`config.mk`:
```
export PLATFORM = sky130hd
export DESIGN_NAME = control_status_write_guard
export DESIGN_NICKNAME = d
export VERILOG_FILES = /design/src/core/csr_pkg.sv /design/src/core/bus_bit_engine.sv /design/src/core/control_status_write_guard.sv /design/src/core/reset_hold_timer.sv
export SDC_FILE = /design/constraint.sdc
export NUM_CORES = 1
export LEC_CHECK = 0
export ABC_AREA = 1
export BUFFER_PORTS_ARGS = -buffer_cell sky130_fd_sc_hd__buf_4
export CAP_MARGIN = 20
export CORE_MARGIN = 5
export CORE_UTILIZATION = 58
export DETAILED_ROUTE_END_ITERATION = 7
export PLACE_DENSITY = 0.81
export SKIP_LAST_GASP = 1
export SLEW_MARGIN = 20
export SYNTH_ARGS = -nofsm -noshare
export SYNTH_HDL_FRONTEND = slang
export SYNTH_SLANG_ARGS = --single-unit
```
`constraint.sdc`:
```
create_clock -name clock -period 2.54 [get_ports clock]
set_input_delay 0.508 -clock clock [delete_from_list [all_inputs] [get_ports clock]]
set_output_delay 0.508 -clock clock [all_outputs]
set_load 0.01 [all_outputs]
```
`src/core/csr_pkg.sv`:
```
// constants, types and helpers shared by the control/status register block
// assumes a single 100 MHz clock and a synchronous active-low reset
`default_nettype none

package csr_pkg;

	localparam int CLOCK_HZ = 100_000_000;
	localparam int CLOCKS_PER_MS = CLOCK_HZ / 1000;

	// serial addressing
	localparam logic [6:0] SLAVE_ADDR = 7'h52;
	localparam logic [7:0] REG_ADDR = 8'hff;
	localparam logic [7:0] WEL_SET_BYTE = 8'h02;

	// register field positions
	localparam int BIT_SEL_HI = 7;
	localparam int BIT_MON2 = 6;
	localparam int BIT_MON3 = 5;
	localparam int BIT_RSVD = 4;
	localparam int BIT_LOCK = 3;
	localparam int BIT_UNLOCK = 2;
	localparam int BIT_WEL = 1;
	localparam int BIT_SEL_LO = 0;

	// factory contents of the nonvolatile bits
	localparam logic [1:0] SEL_DEFAULT = 2'h1;
	localparam logic LOCK_DEFAULT = 1'b0;

	// reset hold times and store time, in milliseconds
	localparam int HOLD_MS_SEL0 = 50;
	localparam int HOLD_MS_SEL1 = 100;
	localparam int HOLD_MS_SEL2 = 200;
	localparam int HOLD_MS_SEL3 = 300;
	localparam int STORE_TIME_MS = 5;
	localparam int NV_STORE_CYCLES = STORE_TIME_MS * CLOCKS_PER_MS;
	localparam int MS_W = 9;

	// bit counter within one serial byte
	localparam logic [3:0] BIT_CNT_ZERO = 4'h0;
	localparam logic [3:0] BIT_CNT_DATA_LAST = 4'h7;
	localparam logic [3:0] BIT_CNT_ACK = 4'h8;

	typedef struct packed {
		logic start;
		logic stop;
		logic byte_valid;
		logic [7:0] data;
	} bus_event_s;

	typedef enum logic [2:0] {
		ST_IDLE,
		ST_ADDR,
		ST_WORD,
		ST_DATA,
		ST_EXTRA,
		ST_READ,
		ST_IGNORE
	} xfer_state_e;

	function automatic logic [MS_W-1:0] hold_ms(input logic [1:0] sel);
		case (sel)
			2'h0: hold_ms = MS_W'(HOLD_MS_SEL0);
			2'h1: hold_ms = MS_W'(HOLD_MS_SEL1);
			2'h2: hold_ms = MS_W'(HOLD_MS_SEL2);
			default: hold_ms = MS_W'(HOLD_MS_SEL3);
		endcase
	endfunction : hold_ms

endpackage : csr_pkg

`default_nettype wire

```
`src/core/bus_bit_engine.sv`:
```
// bit level engine of the 2-wire serial slave: start/stop, byte shift, ack, read shift
// assumes scl and sda arrive asynchronously and scl half periods span many clocks
`default_nettype none

module bus_bit_engine (
	input wire logic clock,
	input wire logic reset_n,
	input wire logic scl,
	input wire logic sda_in,
	input wire logic ack,
	input wire logic tx_load,
	input wire logic [7:0] tx_byte,
	output csr_pkg::bus_event_s ev,
	output logic sda_oe_n
);

	logic [2:0] scl_sync_q;
	logic [2:0] sda_sync_q;
	logic [3:0] bit_cnt_q;
	logic [7:0] shift_q;
	logic [7:0] tx_q;
	logic txing_q;

	// stage 0 feeds stage 1 only; edges are taken between stages 1 and 2
	wire scl_s = scl_sync_q[1];
	wire sda_s = sda_sync_q[1];
	wire scl_rise = scl_s & ~scl_sync_q[2];
	wire scl_fall = ~scl_s & scl_sync_q[2];
	wire start_w = scl_s & scl_sync_q[2] & sda_sync_q[2] & ~sda_s;
	wire stop_w = scl_s & scl_sync_q[2] & ~sda_sync_q[2] & sda_s;
	wire [7:0] shifted = {shift_q[6:0], sda_s};

	////////////////////////////////////////////////////////////////////////////////

	always_ff @(posedge clock) begin
		if (!reset_n) begin
			scl_sync_q <= 3'h7;
			sda_sync_q <= 3'h7;
			bit_cnt_q <= csr_pkg::BIT_CNT_ZERO;
			shift_q <= 8'h00;
			tx_q <= 8'h00;
			txing_q <= 1'b0;
			sda_oe_n <= 1'b1;
			ev <= '0;
		end else begin
			scl_sync_q <= {scl_sync_q[1:0], scl};
			sda_sync_q <= {sda_sync_q[1:0], sda_in};
			ev.start <= start_w;
			ev.stop <= stop_w;
			ev.byte_valid <= 1'b0;
			if (start_w || stop_w) begin
				bit_cnt_q <= csr_pkg::BIT_CNT_ZERO;
				txing_q <= 1'b0;
				sda_oe_n <= 1'b1;
			end else if (scl_rise) begin
				if (bit_cnt_q == csr_pkg::BIT_CNT_ACK) begin
					bit_cnt_q <= csr_pkg::BIT_CNT_ZERO;
				end else begin
					bit_cnt_q <= bit_cnt_q + 4'h1;
					shift_q <= shifted;
				end
				if (bit_cnt_q == csr_pkg::BIT_CNT_DATA_LAST && !txing_q) begin
					ev.byte_valid <= 1'b1;
					ev.data <= shifted;
				end
			end else if (scl_fall) begin
				// the master answers its own read byte, so only written bytes get our ack
				if (bit_cnt_q == csr_pkg::BIT_CNT_ACK) begin
					sda_oe_n <= txing_q | ~ack;
				end else if (bit_cnt_q == csr_pkg::BIT_CNT_ZERO) begin
					if (tx_load && !txing_q) begin
						txing_q <= 1'b1;
						tx_q <= {tx_byte[6:0], 1'b0};
						sda_oe_n <= tx_byte[7];
					end else begin
						sda_oe_n <= 1'b1;
					end
				end else if (txing_q) begin
					sda_oe_n <= tx_q[7];
					tx_q <= {tx_q[6:0], 1'b0};
				end
			end
		end
	end

endmodule : bus_bit_engine

`default_nettype wire

```
`src/core/control_status_write_guard.sv`:
```
// control and status register with its write guard, reached over the 2-wire serial bus
// assumes reset_n marks a power cycle; monitor outputs and pins are asynchronous inputs
//
// Behaviour
// - power-up clears volatile bits; nonvolatile bits keep their stored value
// - with the write-enable latch clear, writes other than 00000010 abort and the data byte gets no ack
// - 00000010 sets the write-enable latch; 00000000 or power cycle clears it
// - latch-only writes start no programming cycle; ready right after stop
// - bits other than the write-enable latch and unlock are written only when unlock is set
// - unlock can be set only while the write-enable latch is already set
// - unlock clears after a completed register write and on power-down
// - write lock set rejects all pot wiper writes; factory value is 0
// - write-protect pin high blocks nonvolatile pot writes regardless of lock
// - reset-delay select 00/01/10/11 gives 50/100/200/300 ms, default 100
// - supply reset stays high until supply good for the selected hold time
// - reset-delay select bits are nonvolatile and restore after power-up
// - monitor flags power up 0; a write sets one only while its monitor is high
// - a set monitor flag clears when its monitor output goes low or power cycles
// - register reached with slave address 1010010 and address byte ffh
// - one data byte per write; a further byte gets no ack and aborts the write
// - stop after the data byte starts the nonvolatile store, about 5 ms
// - final write with bit 2 set only sets unlock and loads the write-enable latch from bit 1, other bits unchanged
// - layout: 7 delay hi, 6/5 monitor flags, 4 reserved, 3 lock, 2 unlock, 1 wel, 0 delay lo
// - nonvolatile bits ignore writes while the write-protect pin is high
// - reserved bit 4 always reads 0
`default_nettype none

module control_status_write_guard #(
	parameter int CLOCKS_PER_MS = csr_pkg::CLOCKS_PER_MS,
	parameter int NV_STORE_CYCLES = csr_pkg::NV_STORE_CYCLES
) (
	input wire logic clock,
	input wire logic reset_n,
	input wire logic scl,
	input wire logic sda_in,
	output logic sda_out,
	output logic sda_oe_n,
	input wire logic write_protect,
	input wire logic supply_ok,
	input wire logic manual_reset,
	input wire logic mon2_reset_out,
	input wire logic mon3_reset_out,
	output logic supply_reset_out,
	output logic pot_volatile_write_ok,
	output logic pot_nv_write_ok,
	output logic nv_store_busy,
	output logic [7:0] control_status_register
);

	localparam int BUSY_W = $clog2(NV_STORE_CYCLES + 1);

	if (NV_STORE_CYCLES < 1) begin : g_bad_store
		$error("control_status_write_guard: NV_STORE_CYCLES must be at least 1");
	end

	////////////////////////////////////////////////////////////////////////////////
	// pin synchronisers: stage 1 is read only by stage 2
	// clearing to 0 makes the supply look bad, so every power cycle restarts the hold time

	logic [3:0] pin_sync1_q;
	logic [3:0] pin_sync2_q;

	wire wp_s = pin_sync2_q[0];
	wire supply_ok_s = pin_sync2_q[1];
	wire mon2_s = pin_sync2_q[2];
	wire mon3_s = pin_sync2_q[3];
	logic mr_sync1_q;
	logic mr_sync2_q;

	always_ff @(posedge clock) begin
		if (!reset_n) begin
			pin_sync1_q <= 4'h0;
			pin_sync2_q <= 4'h0;
			mr_sync1_q <= 1'b0;
			mr_sync2_q <= 1'b0;
		end else begin
			pin_sync1_q <= {mon3_reset_out, mon2_reset_out, supply_ok, write_protect};
			pin_sync2_q <= pin_sync1_q;
			mr_sync1_q <= manual_reset;
			mr_sync2_q <= mr_sync1_q;
		end
	end

	////////////////////////////////////////////////////////////////////////////////
	// register state

	logic wel_q;
	logic wel_d;
	logic unlock_q;
	logic unlock_d;
	logic mon2_flag_q;
	logic mon2_flag_d;
	logic mon3_flag_q;
	logic mon3_flag_d;
	// nonvolatile cells: no reset, the initial value stands for the factory contents
	logic [1:0] sel_nv_q = csr_pkg::SEL_DEFAULT;
	logic lock_nv_q = csr_pkg::LOCK_DEFAULT;
	logic [BUSY_W-1:0] busy_cnt_q;

	wire busy = busy_cnt_q != '0;
	wire [7:0] status_byte = {sel_nv_q[1], mon2_flag_q, mon3_flag_q, 1'b0,
		lock_nv_q, unlock_q, wel_q, sel_nv_q[0]};

	////////////////////////////////////////////////////////////////////////////////
	// serial transaction tracking

	csr_pkg::bus_event_s ev;
	csr_pkg::xfer_state_e state_q;
	csr_pkg::xfer_state_e state_d;
	logic ack_q;
	logic ack_d;
	logic tx_load_q;
	logic tx_load_d;
	logic [7:0] pend_q;
	logic [7:0] pend_d;
	logic pend_valid_q;
	logic pend_valid_d;

	wire addr_hit = ev.data[7:1] == csr_pkg::SLAVE_ADDR;
	wire is_read = ev.data[0];
	wire word_hit = ev.data == csr_pkg::REG_ADDR;
	// with the latch clear only the latch-set byte is taken; anything else goes unacked
	wire data_ok = wel_q | (ev.data == csr_pkg::WEL_SET_BYTE);
	wire commit = ev.stop & pend_valid_q;
	wire full_write = commit & unlock_q & ~pend_q[csr_pkg::BIT_UNLOCK];
	wire nv_write = full_write & ~wp_s;

	always_comb begin
		state_d = state_q;
		ack_d = ack_q;
		tx_load_d = tx_load_q;
		pend_d = pend_q;
		pend_valid_d = pend_valid_q;
		if (ev.start) begin
			// a write left without its stop never takes effect
			state_d = csr_pkg::ST_ADDR;
			ack_d = 1'b0;
			tx_load_d = 1'b0;
			pend_valid_d = 1'b0;
		end else if (ev.stop) begin
			state_d = csr_pkg::ST_IDLE;
			ack_d = 1'b0;
			tx_load_d = 1'b0;
			pend_valid_d = 1'b0;
		end else if (ev.byte_valid) begin
			case (state_q)
				csr_pkg::ST_ADDR: begin
					// writes wait out a store; reads may run alongside it
					ack_d = addr_hit & (is_read | ~busy);
					if (!ack_d) begin
						state_d = csr_pkg::ST_IGNORE;
					end else if (is_read) begin
						state_d = csr_pkg::ST_READ;
						tx_load_d = 1'b1;
					end else begin
						state_d = csr_pkg::ST_WORD;
					end
				end
				csr_pkg::ST_WORD: begin
					ack_d = word_hit;
					state_d = word_hit ? csr_pkg::ST_DATA : csr_pkg::ST_IGNORE;
				end
				csr_pkg::ST_DATA: begin
					ack_d = data_ok;
					pend_d = ev.data;
					pend_valid_d = data_ok;
					state_d = csr_pkg::ST_EXTRA;
				end
				csr_pkg::ST_EXTRA: begin
					ack_d = 1'b0;
					pend_valid_d = 1'b0;
					state_d = csr_pkg::ST_IGNORE;
				end
				default: begin
					ack_d = 1'b0;
				end
			endcase
		end
	end

	////////////////////////////////////////////////////////////////////////////////
	// register update on a committed write

	always_comb begin
		wel_d = wel_q;
		unlock_d = unlock_q;
		// the flags follow the monitor level, so a 1 written while a monitor is low is lost
		mon2_flag_d = mon2_flag_q & mon2_s;
		mon3_flag_d = mon3_flag_q & mon3_s;
		if (commit) begin
			wel_d = pend_q[csr_pkg::BIT_WEL];
			if (!unlock_q) begin
				unlock_d = pend_q[csr_pkg::BIT_UNLOCK] & wel_q;
			end else if (pend_q[csr_pkg::BIT_UNLOCK]) begin
				unlock_d = 1'b1;
			end else begin
				unlock_d = 1'b0;
				mon2_flag_d = pend_q[csr_pkg::BIT_MON2] & mon2_s;
				mon3_flag_d = pend_q[csr_pkg::BIT_MON3] & mon3_s;
			end
		end
	end

	always_ff @(posedge clock) begin
		if (!reset_n) begin
			wel_q <= 1'b0;
			unlock_q <= 1'b0;
			mon2_flag_q <= 1'b0;
			mon3_flag_q <= 1'b0;
		end else begin
			wel_q <= wel_d;
			unlock_q <= unlock_d;
			mon2_flag_q <= mon2_flag_d;
			mon3_flag_q <= mon3_flag_d;
		end
	end

	// cells survive reset_n, so the stored selection comes back after power-up
	always_ff @(posedge clock) begin
		if (nv_write) begin
			sel_nv_q <= {pend_q[csr_pkg::BIT_SEL_HI], pend_q[csr_pkg::BIT_SEL_LO]};
			lock_nv_q <= pend_q[csr_pkg::BIT_LOCK];
		end
	end

	// only a full register write programs; latch and unlock writes leave busy low
	always_ff @(posedge clock) begin
		if (!reset_n) begin
			busy_cnt_q <= '0;
		end else if (nv_write) begin
			busy_cnt_q <= BUSY_W'(NV_STORE_CYCLES);
		end else if (busy) begin
			busy_cnt_q <= busy_cnt_q - BUSY_W'(1);
		end
	end

	always_ff @(posedge clock) begin
		if (!reset_n) begin
			state_q <= csr_pkg::ST_IDLE;
			ack_q <= 1'b0;
			tx_load_q <= 1'b0;
			pend_q <= 8'h00;
			pend_valid_q <= 1'b0;
		end else begin
			state_q <= state_d;
			ack_q <= ack_d;
			tx_load_q <= tx_load_d;
			pend_q <= pend_d;
			pend_valid_q <= pend_valid_d;
		end
	end

	////////////////////////////////////////////////////////////////////////////////
	// registered outputs

	always_ff @(posedge clock) begin
		if (!reset_n) begin
			sda_out <= 1'b0;
			pot_volatile_write_ok <= 1'b0;
			pot_nv_write_ok <= 1'b0;
			nv_store_busy <= 1'b0;
			control_status_register <= 8'h00;
		end else begin
			sda_out <= 1'b0;
			pot_volatile_write_ok <= wel_q & ~lock_nv_q;
			pot_nv_write_ok <= wel_q & ~lock_nv_q & ~wp_s;
			nv_store_busy <= busy;
			control_status_register <= status_byte;
		end
	end

	////////////////////////////////////////////////////////////////////////////////

	bus_bit_engine u_bus (
		.clock(clock),
		.reset_n(reset_n),
		.scl(scl),
		.sda_in(sda_in),
		.ack(ack_q),
		.tx_load(tx_load_q),
		.tx_byte(status_byte),
		.ev(ev),
		.sda_oe_n(sda_oe_n)
	);

	reset_hold_timer #(
		.CLOCKS_PER_MS(CLOCKS_PER_MS)
	) u_hold (
		.clock(clock),
		.reset_n(reset_n),
		.supply_ok(supply_ok_s),
		.manual_reset(mr_sync2_q),
		.delay_sel(sel_nv_q),
		.supply_reset_out(supply_reset_out)
	);

endmodule : control_status_write_guard

`default_nettype wire

```
`src/core/reset_hold_timer.sv`:
```
// supply reset output timer: holds the reset high for the selected time after supply is good
// assumes supply_ok and manual_reset are already synchronised to clock
`default_nettype none

module reset_hold_timer #(
	parameter int CLOCKS_PER_MS = csr_pkg::CLOCKS_PER_MS
) (
	input wire logic clock,
	input wire logic reset_n,
	input wire logic supply_ok,
	input wire logic manual_reset,
	input wire logic [1:0] delay_sel,
	output logic supply_reset_out
);

	localparam int DIV_W = $clog2(CLOCKS_PER_MS);

	if (CLOCKS_PER_MS < 2) begin : g_bad_div
		$error("reset_hold_timer: CLOCKS_PER_MS must be at least 2");
	end

	logic [DIV_W-1:0] div_q;
	logic [csr_pkg::MS_W-1:0] ms_q;

	wire ms_tick = div_q == DIV_W'(CLOCKS_PER_MS - 1);
	wire hold_done = ms_q >= csr_pkg::hold_ms(delay_sel);

	////////////////////////////////////////////////////////////////////////////////

	// a low supply or manual reset restarts the whole hold time
	always_ff @(posedge clock) begin
		if (!reset_n || !supply_ok || manual_reset) begin
			div_q <= '0;
			ms_q <= '0;
			supply_reset_out <= 1'b1;
		end else begin
			div_q <= ms_tick ? '0 : div_q + DIV_W'(1);
			if (!hold_done && ms_tick) begin
				ms_q <= ms_q + csr_pkg::MS_W'(1);
			end
			supply_reset_out <= ~hold_done;
		end
	end

endmodule : reset_hold_timer

`default_nettype wire

```
==> results.yml, run 1 <==
run_status:
  status: "finished clean"
die:
  placementRows: 35
  die_w_um: 107.9
  fp.dieH_um: 107.9
  core_area_um2: 9284
  io_pins: 23
  die_area_um2: 11640
  start_util_pct: 59.88
synth:
  avgSynthCellArea_um2: 7.594
  ys_warn_count: 0
  synth.ff_latch_count: 123
  seq_area_frac_synth_pct: 44.83
  synth_area_um2: 5559
  synth_fa_ha_area_share_pct: 3.826
  syn_inst: 732
  synth_cell_types: 48
  yosys.area_share.xor_xnor_pct: 2.678
  synth_simple_gate_area_share_pct: 28.70
  synth_compound_area_share_pct: 11.28
  synth_mux_area_share_pct: 0
  synth_top_family_by_area: "simple AND/OR/NAND/NOR gates"
global_routing:
  grt_overflow: 0
  grt_max_degree: 49
  grt_pass1_wl_um: 20500
  grt_pass1_vias: 4700
  antenna_found_initial: 0
  track_usage_pct: 21.87
layout:
  layout_common_cells: "132 x nand2_1, 120 x dfxtp_1, 97 x nor2_1, 87 x inv_1, 52 x a21oi_1"
  drive_gt1_share_pct: 14.03
  final_common_cell: "nand2_1"
  antenna_cells: 0
  n_fill_cell: 713
  final_cells: 899
  nets: 783
  area_delta_synth_final_pct: 15.42
worst_setup_path:
  setup.worst_path.start: "sel_nv_q[0]$_DFFE_PP_"
  startpoint_type: "flip-flop"
  end_kind: "flip-flop"
  arrival_ns: 2.70
  worstReg2RegEnd: "u_hold.ms_q[6]$_SDFFE_PP0P_"
  cp_data_required_time_ns: 2.98
  r2r_slack_ns: 0.28
  path_class: "reg2reg"
  rr_worst_depth: 11
  critPathMaxFanout: 10
  reg2reg_from: "sel_nv_q[0]$_DFFE_PP_"
worst_hold_path:
  hp-class: "in2reg"
  holdPathEnd: "pin_sync1_q[1]$_SDFF_PN0_"
  whs_path_depth: 3
  worstHoldStart: "supply_ok"
placement:
  hpwlAfterDp_um: 8317
  io_buffers: 20
  place_congestion: 0.8590
  dpl.cell_count: 867
timing:
  max_freq_mhz: 442.3
  grt_setup_unrepaired: "false"
  setup_tns_ns: 0
  slew_headroom_pct: 56.06
  setup_violations: 0
  worstMarginPinSlew_ns: 0.6584
  period_minus_slack_ns: 2.261
  fin_crit_sh_pct: 89.01
  finalHoldViolations: 0
  clock_skew_ns: 0.01429
  maxSlewViolCount: 0
route:
  wl_per_cell_um: 13.21
  vias: 4780
  top_layer: "met4"
  via_per_inst: 5.317
  routed_wl_um: 11880
  wl_met1_um: 5171
  drtIter0Drc: 340
  ant_nets: 0
  wl_met2_um: 5875
  wl_met3_um: 619
  drc: 0
  dr.pass1.iters: 5
power_and_ir_drop:
  p_leak_nw: 2.811
  power_mw: 5.674
  power.density_nw_per_um2: 884.3
  irDropWorstVdd_mv: 0.5464
clock_tree:
  hold_buffers: 0
  cts_tree: "built"
  cts_max_path_buffers: 2
  clock-root-buffer: "clkbuf_8"
  cts_buffers: 17
  cts_sinks: 123
  htree_levels: 4
  clkSlewWorstSetupHoldPaths_ns: 0.07
  clk_latency_ns: 0.52
job:
  cap_violations: 0
-- layout make-up --
type | instances | area (µm²) | area share [%]
flip-flops and latches | 123 | 2492 | 38.85
repair buffers | 22 | 165.2 | 2.574
clock inverters | 13 | 187.7 | 2.925
clock buffers | 19 | 441.7 | 6.884
multi-input cells | 494 | 2596 | 40.46
well taps | 129 | 161.4 | 2.516
inverters | 99 | 371.6 | 5.792
-- cell usage after synthesis (all sizes together) --
cell type	instances	area (µm²)
nand3b	2	15.01
clkbuf	5	18.77
a31o	1	8.760
a21oi	54	277.8
nor2	114	510.5
o21ai	42	221.5
nand4	14	93.84
edfxtp	3	90.09
xnor2	7	61.31
dfxtp	120	2402
a31oi	6	37.54
nor3	22	126.4
conb	1	3.750
a211oi	3	27.52
and3	1	6.260
o31ai	1	7.510
o21a	2	15.01
o211ai	1	7.510
nor4	2	12.51
inv	99	371.6
xor2	10	87.58
or2	9	56.30
o21bai	1	7.510
nand3	41	222.7
ha	17	212.7
or3	1	6.260
nand2	138	538.0
nor3b	1	7.510
o2111ai	1	8.760
buf	12	88.83
a21boi	1	7.510
-- routing by layer --
layer / global-route usage, % / up-vias
met5: 0 / -
met4: 11.18 / 0
met3: 4.799 / 24
met2: 37.12 / 152
met1: 25.94 / 2192
li1: - / 2412
-- sequential cells by signal, summed over array words and instances (netlist names), 2 cells and up --
name                     count
busy_cnt_q                  19
u_hold.div_q                17
u_bus.ev                    11
u_hold.ms_q                  9
control_status_register      7
pend_q                       7
u_bus.shift_q                7
u_bus.tx_q                   7
pin_sync1_q                  4
pin_sync2_q                  4
u_bus.bit_cnt_q              4
state_q                      3
u_bus.scl_sync_q             3
u_bus.sda_sync_q             3
sel_nv_q                     2
-- through the flow --
stage          hold slack (ns)  util, %  worst slack (ns)  area (µm²)
2_1_floorplan           0.3905        -            0.5441        5563
3_3_place_gp            0.3931    62.28            0.3685        5782
3_5_place_dp            0.3974    62.28            0.2319        5782
4_1_cts                 0.1372    69.06            0.2122        6411
5_1_grt                 0.1619    69.11           0.04282        6416
6_report                0.1623    69.11            0.2792        6416
-- logic make-up (layout without fill, tap and decap cells) --
group           after synthesis  in the layout
compound gates              113            113
xor+xnor                     17             17
other cells                   1              2
flops                       123            123
simple gates                345            345
buf+inv                     116            153
fa+ha+maj                    17             17
-- report_power, final --
group	leakage [nW]	total, mW	internal [mW]	switching (mW)
clock	0.309	2.54	1.65	0.889
combinational	1.49	0.969	0.372	0.597
sequential	1.01	2.16	2.06	0.107
total	2.81	5.67	4.08	1.59
-- critical path: stages, from the launching register on --
cell and delay [ns]:
edfxtp_1 0.40, inv_1 0.12, ha_1 0.29, inv_1 0.04, ha_1 0.28, nand2_1 0.09
nor2_1 0.09, a21boi_0 0.38, nor2_4 0.15, nand2_4 0.14, nand2_1 0.06, a21oi_1 0.13
-- how the worst max path moves through the flow --
stage,endpoint,cells past startpoint
floorplan,u_hold.ms_q[0]$_SDFFE_PP0P_,12
global placement,u_hold.ms_q[1]$_SDFFE_PP0P_,12
detailed placement,u_hold.ms_q[6]$_SDFFE_PP0P_,12
CTS,u_hold.ms_q[3]$_SDFFE_PP0P_,12
global route,u_hold.ms_q[6]$_SDFFE_PP0P_,12
finish,u_hold.ms_q[6]$_SDFFE_PP0P_,11
-- what timing repair did --
action / CTS / global route
resized for setup: 0 / 1
hold endpoints to repair: 0 / 0
setup endpoints to repair: 0 / 9
setup buffers: 0 / 0
Power figures use the tool's default switching activity.
==> inputs of run 2 (changes only) <==
Settings changed: CORE_UTILIZATION 58 to 55, PLACE_DENSITY 0.81 to 0.8.
Clock period 2.54 ns to 1.8 ns, I/O delays scaled along.
==> results.yml, run 2 (synthesized netlist as in run 1, its figures left out) <==
layout:
  layout_common_cells: "124 x nand2_1, 120 x dfxtp_1, 95 x nor2_1, 83 x inv_1, 49 x a21oi_1"
  multi_input_area_um2: 2764
  nets: 806
  final_cells: 926
  final_common_cell: "nand2_1"
  seqCellArea_um2: 2492
  drive_gt1_share_pct: 19.80
  largest_reg_flops: 19
  fin_util_pct: 68.77
  n_fill_cell: 711
  top_register: "busy_cnt_q"
  area_delta_synth_final_pct: 21.47
  antenna_cells: 0
  largestRegisters: "busy_cnt_q (19), u_hold.div_q (17), u_bus.ev (11)"
  final_area_um2: 6753
run_status:
  status: "complete, but fails checks"
  violations: "negative setup slack"
power_and_ir_drop:
  power_mw: 7.946
  p_int_mw: 5.622
  seqPwrFrac_pct: 38.5
  switchingPower_mw: 2.324
  clock_power_share_pct: 42.4
  combPwrFrac_pct: 19.1
  power.density_nw_per_um2: 1177
  swShare_pct: 29.25
  p_leak_nw: 2.926
  irDropWorstVdd_mv: 0.7410
job:
  cap_violations: 0
die:
  start_util_pct: 56.61
  core_area_um2: 9819
  fp.dieH_um: 110.5
  die_area_um2: 12220
  die_w_um: 110.5
  placementRows: 36
  io_pins: 23
placement:
  hpwlAfterDp_um: 8638
  dp_worst_setup_slack_ns: -0.4132
  io_buffers: 20
  place_congestion: 0.8577
  dpl.cell_count: 889
  post_dp_cell_area_um2: 5939
timing:
  fin_crit_sh_pct: 130.3
  period_minus_slack_ns: 2.345
  max_freq_mhz: 426.4
  setup_violations: 10
  hold_ws_ns: 0.02429
  grt_setup_unrepaired: "true"
  finalHoldViolations: 0
  maxSlewViolCount: 0
  setup_tns_ns: -4.714
  setup_slack_ns: -0.5455
  clock_skew_ns: 0.006427
global_routing:
  antenna_found_initial: 0
  track_usage_pct: 21.65
  grt_pass1_vias: 4928
  grt_overflow: 0
  grt_max_degree: 37
  grt_pass1_wl_um: 22270
worst_setup_path:
  crit_path_max_incr_delay_ns: 0.42
  critPathMaxFanout: 6
  end_kind: "flip-flop"
  cp_data_required_time_ns: 2.19
  path_cells: "inv_4 -> buf_4 -> ha_1 -> inv_1 -> nor2_1 -> o21ai_0 -> a21boi_2 -> nor2_4 -> nand2_4 -> nand2_1 -> a21oi_1"
  cp_slowest_cell: "edfxtp_1"
  path_class: "reg2reg"
  startpoint_type: "flip-flop"
  arrival_ns: 2.73
clock_tree:
  clock-root-buffer: "clkbuf_8"
  cts_max_path_buffers: 2
  cts_sinks: 123
  cts_tree: "built"
  clkSlewWorstSetupHoldPaths_ns: 0.06
  clk_latency_ns: 0.52
  cts_buffers: 17
  htree_levels: 4
worst_hold_path:
  hp-class: "in2reg"
route:
  vias: 5042
  dr.pass1.iters: 7
  drc: 0
  drtIter0Drc: 540
  wl_per_cell_um: 14.80
  ant_nets: 0
  routed_wl_um: 13710
  via_per_inst: 5.445
-- run 2: final cells by class --
type | count | share of cell area (%)
Clock inverter | 14 | 2.520
Clock buffer | 18 | 6.189
Timing Repair Buffer | 43 | 5.373
Inverter | 99 | 5.614
Multi-Input combinational cell | 496 | 40.93
Sequential cell | 123 | 36.91
Tap cell | 133 | 2.464
-- run 2: layer usage --
metal | vias up | track usage [%] | routed length (µm)
met5 | - | 0 | 0
met4 | 0 | 7.471 | 355
met3 | 44 | 5.799 | 772
met2 | 203 | 39.60 | 7021
met1 | 2342 | 24.05 | 5555
li1 | 2453 | - | -
-- run 2: path summary, 6_finish.rpt --
| path | startpoint | end | slack, ns | cells past startpoint |
|---|---|---|---|---|
| max | sel_nv_q[0]$_DFFE_PP_ | u_hold.ms_q[8]$_SDFFE_PP0P_ | -0.55 | 11 |
| min reg2reg | pin_sync1_q[2]$_SDFF_PN0_ | pin_sync2_q[2]$_SDFF_PN0_ | 0.41 | 2 |
| min | mon2_reset_out | pin_sync1_q[2]$_SDFF_PN0_ | 0.02 | 3 |
| max reg2reg | sel_nv_q[0]$_DFFE_PP_ | u_hold.ms_q[8]$_SDFFE_PP0P_ | -0.55 | 11 |
-- run 2: worst max-delay path: cells and delay by family (launching register included) --
kind                       cells  cell delay [ns]
AOI/OAI and AO/OA              3             0.67
and+or+nand+nor                4             0.53
DFF                            1             0.42
buffers and inverters          3             0.31
adders and majority gates      1             0.28
-- run 2: timing repair --
action / 4_1_cts / 5_1_grt
gates cloned: 2 / 0
buffers inserted: 1 / 2
hold buffers: 0 / 0
endpoints found under the setup margin: 9 / 15
pin swaps: 12 / 13
gates resized for setup: 16 / 23
-- run 2: power groups by stage --
| stage | clock (mW) | combinational [mW] | sequential, mW |
|---|---|---|---|
| after CTS | 3.39 | 1.49 | 3.05 |
| after detailed placement | 0 | 1.46 | 3.11 |
| after floorplan | 0 | 1.14 | 3.07 |
| after global routing | 3.52 | 1.71 | 3.08 |
| final | 3.37 | 1.52 | 3.06 |
| after global placement | 0 | 1.41 | 3.10 |
==> inputs of run 3 (changes only) <==
Settings changed: CORE_MARGIN 5 to not set.
==> results.yml, run 3 (synthesized netlist as in run 1, its figures left out) <==
worst_setup_path:
  cp_data_required_time_ns: 2.21
  path_cells: "inv_2 -> ha_4 -> inv_4 -> ha_4 -> nand2_1 -> inv_1 -> o21bai_1 -> nand4_1 -> nor2_4 -> buf_12 -> nand2_4 -> nand2_2 -> a21oi_1"
  path_class: "reg2reg"
  crit_path_max_incr_delay_ns: 0.47
  reg2reg_from: "sel_nv_q[0]$_DFFE_PP_"
  rr_worst_depth: 13
  startpoint_type: "flip-flop"
  arrival_ns: 2.78
  r2r_slack_ns: -0.57
  cp_slowest_cell: "edfxtp_1"
  worstReg2RegEnd: "u_hold.ms_q[4]$_SDFFE_PP0P_"
  end_kind: "flip-flop"
  path_common_cell: "ha_4"
  critPathMaxFanout: 6
layout:
  largest_reg_flops: 19
  area_delta_synth_final_pct: 25.03
  n_fill_cell: 690
  drive_gt1_share_pct: 22.39
  layout_common_cells: "120 x nand2_1, 120 x dfxtp_1, 93 x nor2_1, 83 x inv_1, 53 x buf_4"
  nets: 826
  antenna_cells: 0
  top_register: "busy_cnt_q"
  largestRegisters: "busy_cnt_q (19), u_hold.div_q (17), u_bus.ev (11)"
global_routing:
  grt_pass1_wl_um: 21920
  use_met2_pct: 45.28
  grt_pass1_vias: 4695
  grt_max_degree: 37
  use_met1_pct: 30.95
  antenna_found_initial: 0
  gr-usage-met3_pct: 9.085
  busiest_layer: "met2"
  grt_overflow: 0
  track_usage_pct: 27.45
timing:
  setup_slack_ns: -0.5700
  max_freq_mhz: 421.9
  clock_skew_ns: 0.007228
  setup_violations: 10
  setup_tns_ns: -5.092
  grt_setup_unrepaired: "true"
  maxSlewViolCount: 0
  finalHoldViolations: 0
  fin_crit_sh_pct: 131.7
  period_minus_slack_ns: 2.370
route:
  via_per_inst: 5.382
  routed_wl_um: 13750
  wl_per_cell_um: 14.54
  vias: 5091
  ant_nets: 0
  drc: 0
  dr.pass1.iters: 5
  drtIter0Drc: 417
run_status:
  violations: "negative setup slack"
  status: "complete, but fails checks"
power_and_ir_drop:
  seqPwrFrac_pct: 40.6
  clock_power_share_pct: 39.0
  irDropWorstVdd_mv: 0.7642
  swShare_pct: 30.07
  p_int_mw: 5.259
  combPwrFrac_pct: 20.3
  p_leak_nw: 2.993
  switchingPower_mw: 2.262
  power.density_nw_per_um2: 1082
  power_mw: 7.521
job:
  cap_violations: 0
placement:
  io_buffers: 20
  hpwlAfterDp_um: 8607
  place_congestion: 0.9091
  dp_worst_setup_slack_ns: -0.4307
die:
  fp.dieH_um: 102.5
  core_area_um2: 9774
  placementRows: 36
  die_area_um2: 10510
  start_util_pct: 56.87
  die_w_um: 102.5
  io_pins: 23
clock_tree:
  cts_max_path_buffers: 2
  cts_sinks: 123
  clkSlewWorstSetupHoldPaths_ns: 0.06
  clk_latency_ns: 0.53
  clock-root-buffer: "clkbuf_8"
  cts_buffers: 17
  cts_tree: "built"
  htree_levels: 4
worst_hold_path:
  hp-class: "in2reg"
  whs_path_depth: 3
  worstHoldStart: "manual_reset"
  holdPathEnd: "mr_sync1_q$_SDFF_PN0_"
==> run 3: timing repair <==
item / 4_1_cts / 5_1_grt
gates resized for setup: 32 / 26
gates cloned: 2 / 0
pin swaps: 18 / 17
endpoints found under the setup margin: 10 / 27
endpoints found under the hold margin: 6 / 0
hold buffers: 6 / 0
setup buffers: 3 / 13
==> run 3: area by class of cell <==
type	count	area [µm²]	area share (%)
multi-input cells	495	2859	41.13
flip-flops and latches	123	2492	35.86
repair buffers	64	540.5	7.777
clock buffers	21	439.2	6.319
inverters	99	379.1	5.455
well taps	133	166.4	2.394
clock inverters	11	73.82	1.062
==> run 3: worst max-delay path, delay by kind of cell (launching register included) <==
kind / cells / cell delay [ns]
adder cells (fa/ha/maj): 2 / 0.43
flip-flops: 1 / 0.47
buffers and inverters: 4 / 0.47
AO/OA/AOI/OAI: 2 / 0.22
AND/OR/NAND/NOR: 5 / 0.66
==> run 3: routing by layer <==
metal	vias up	part of all wire, %	routed length [µm]
met5	-	0	0
met4	0	3.8	517
met3	51	4.4	603
met2	171	50	6848
met1	2375	42	5781
li1	2494	-	-
==> run 3: how the worst max path moves through the flow <==
stage	startpoint	end	slack [ns]	cells past startpoint
after floorplan	sel_nv_q[1]$_DFFE_PP_	u_hold.ms_q[5]$_SDFFE_PP0P_	-0.12	12
after global placement	sel_nv_q[0]$_DFFE_PP_	u_hold.ms_q[1]$_SDFFE_PP0P_	-0.27	12
after detailed placement	sel_nv_q[1]$_DFFE_PP_	u_hold.ms_q[2]$_SDFFE_PP0P_	-0.43	12
after CTS	sel_nv_q[0]$_DFFE_PP_	u_hold.ms_q[2]$_SDFFE_PP0P_	-0.33	13
after global routing	sel_nv_q[1]$_DFFE_PP_	u_hold.ms_q[5]$_SDFFE_PP0P_	-0.65	12
final	sel_nv_q[0]$_DFFE_PP_	u_hold.ms_q[4]$_SDFFE_PP0P_	-0.57	13
==> run 3: power by group through the flow <==
stage               Clock (mW)  Sequential (mW)  Combinational (mW)
floorplan                    0             3.07                1.14
global placement             0             3.10                1.46
detailed placement           0             3.11                1.51
CTS                       2.97             3.05                1.53
global route              3.09             3.07                1.72
finish                    2.94             3.06                1.53
==> run 3: per-stage QoR <==
stage          instances  hold WS (ns)  instance area (µm²)  utilization [%]
6_report             946       0.04447                 6950            71.11
5_1_grt              946        0.1032                 6950            71.11
4_1_cts              934       0.01226                 6754            69.10
3_5_place_dp         891        0.3982                 5942            60.79
3_3_place_gp         891        0.3931                 5942            60.79
2_1_floorplan        733        0.3905                 5568                -
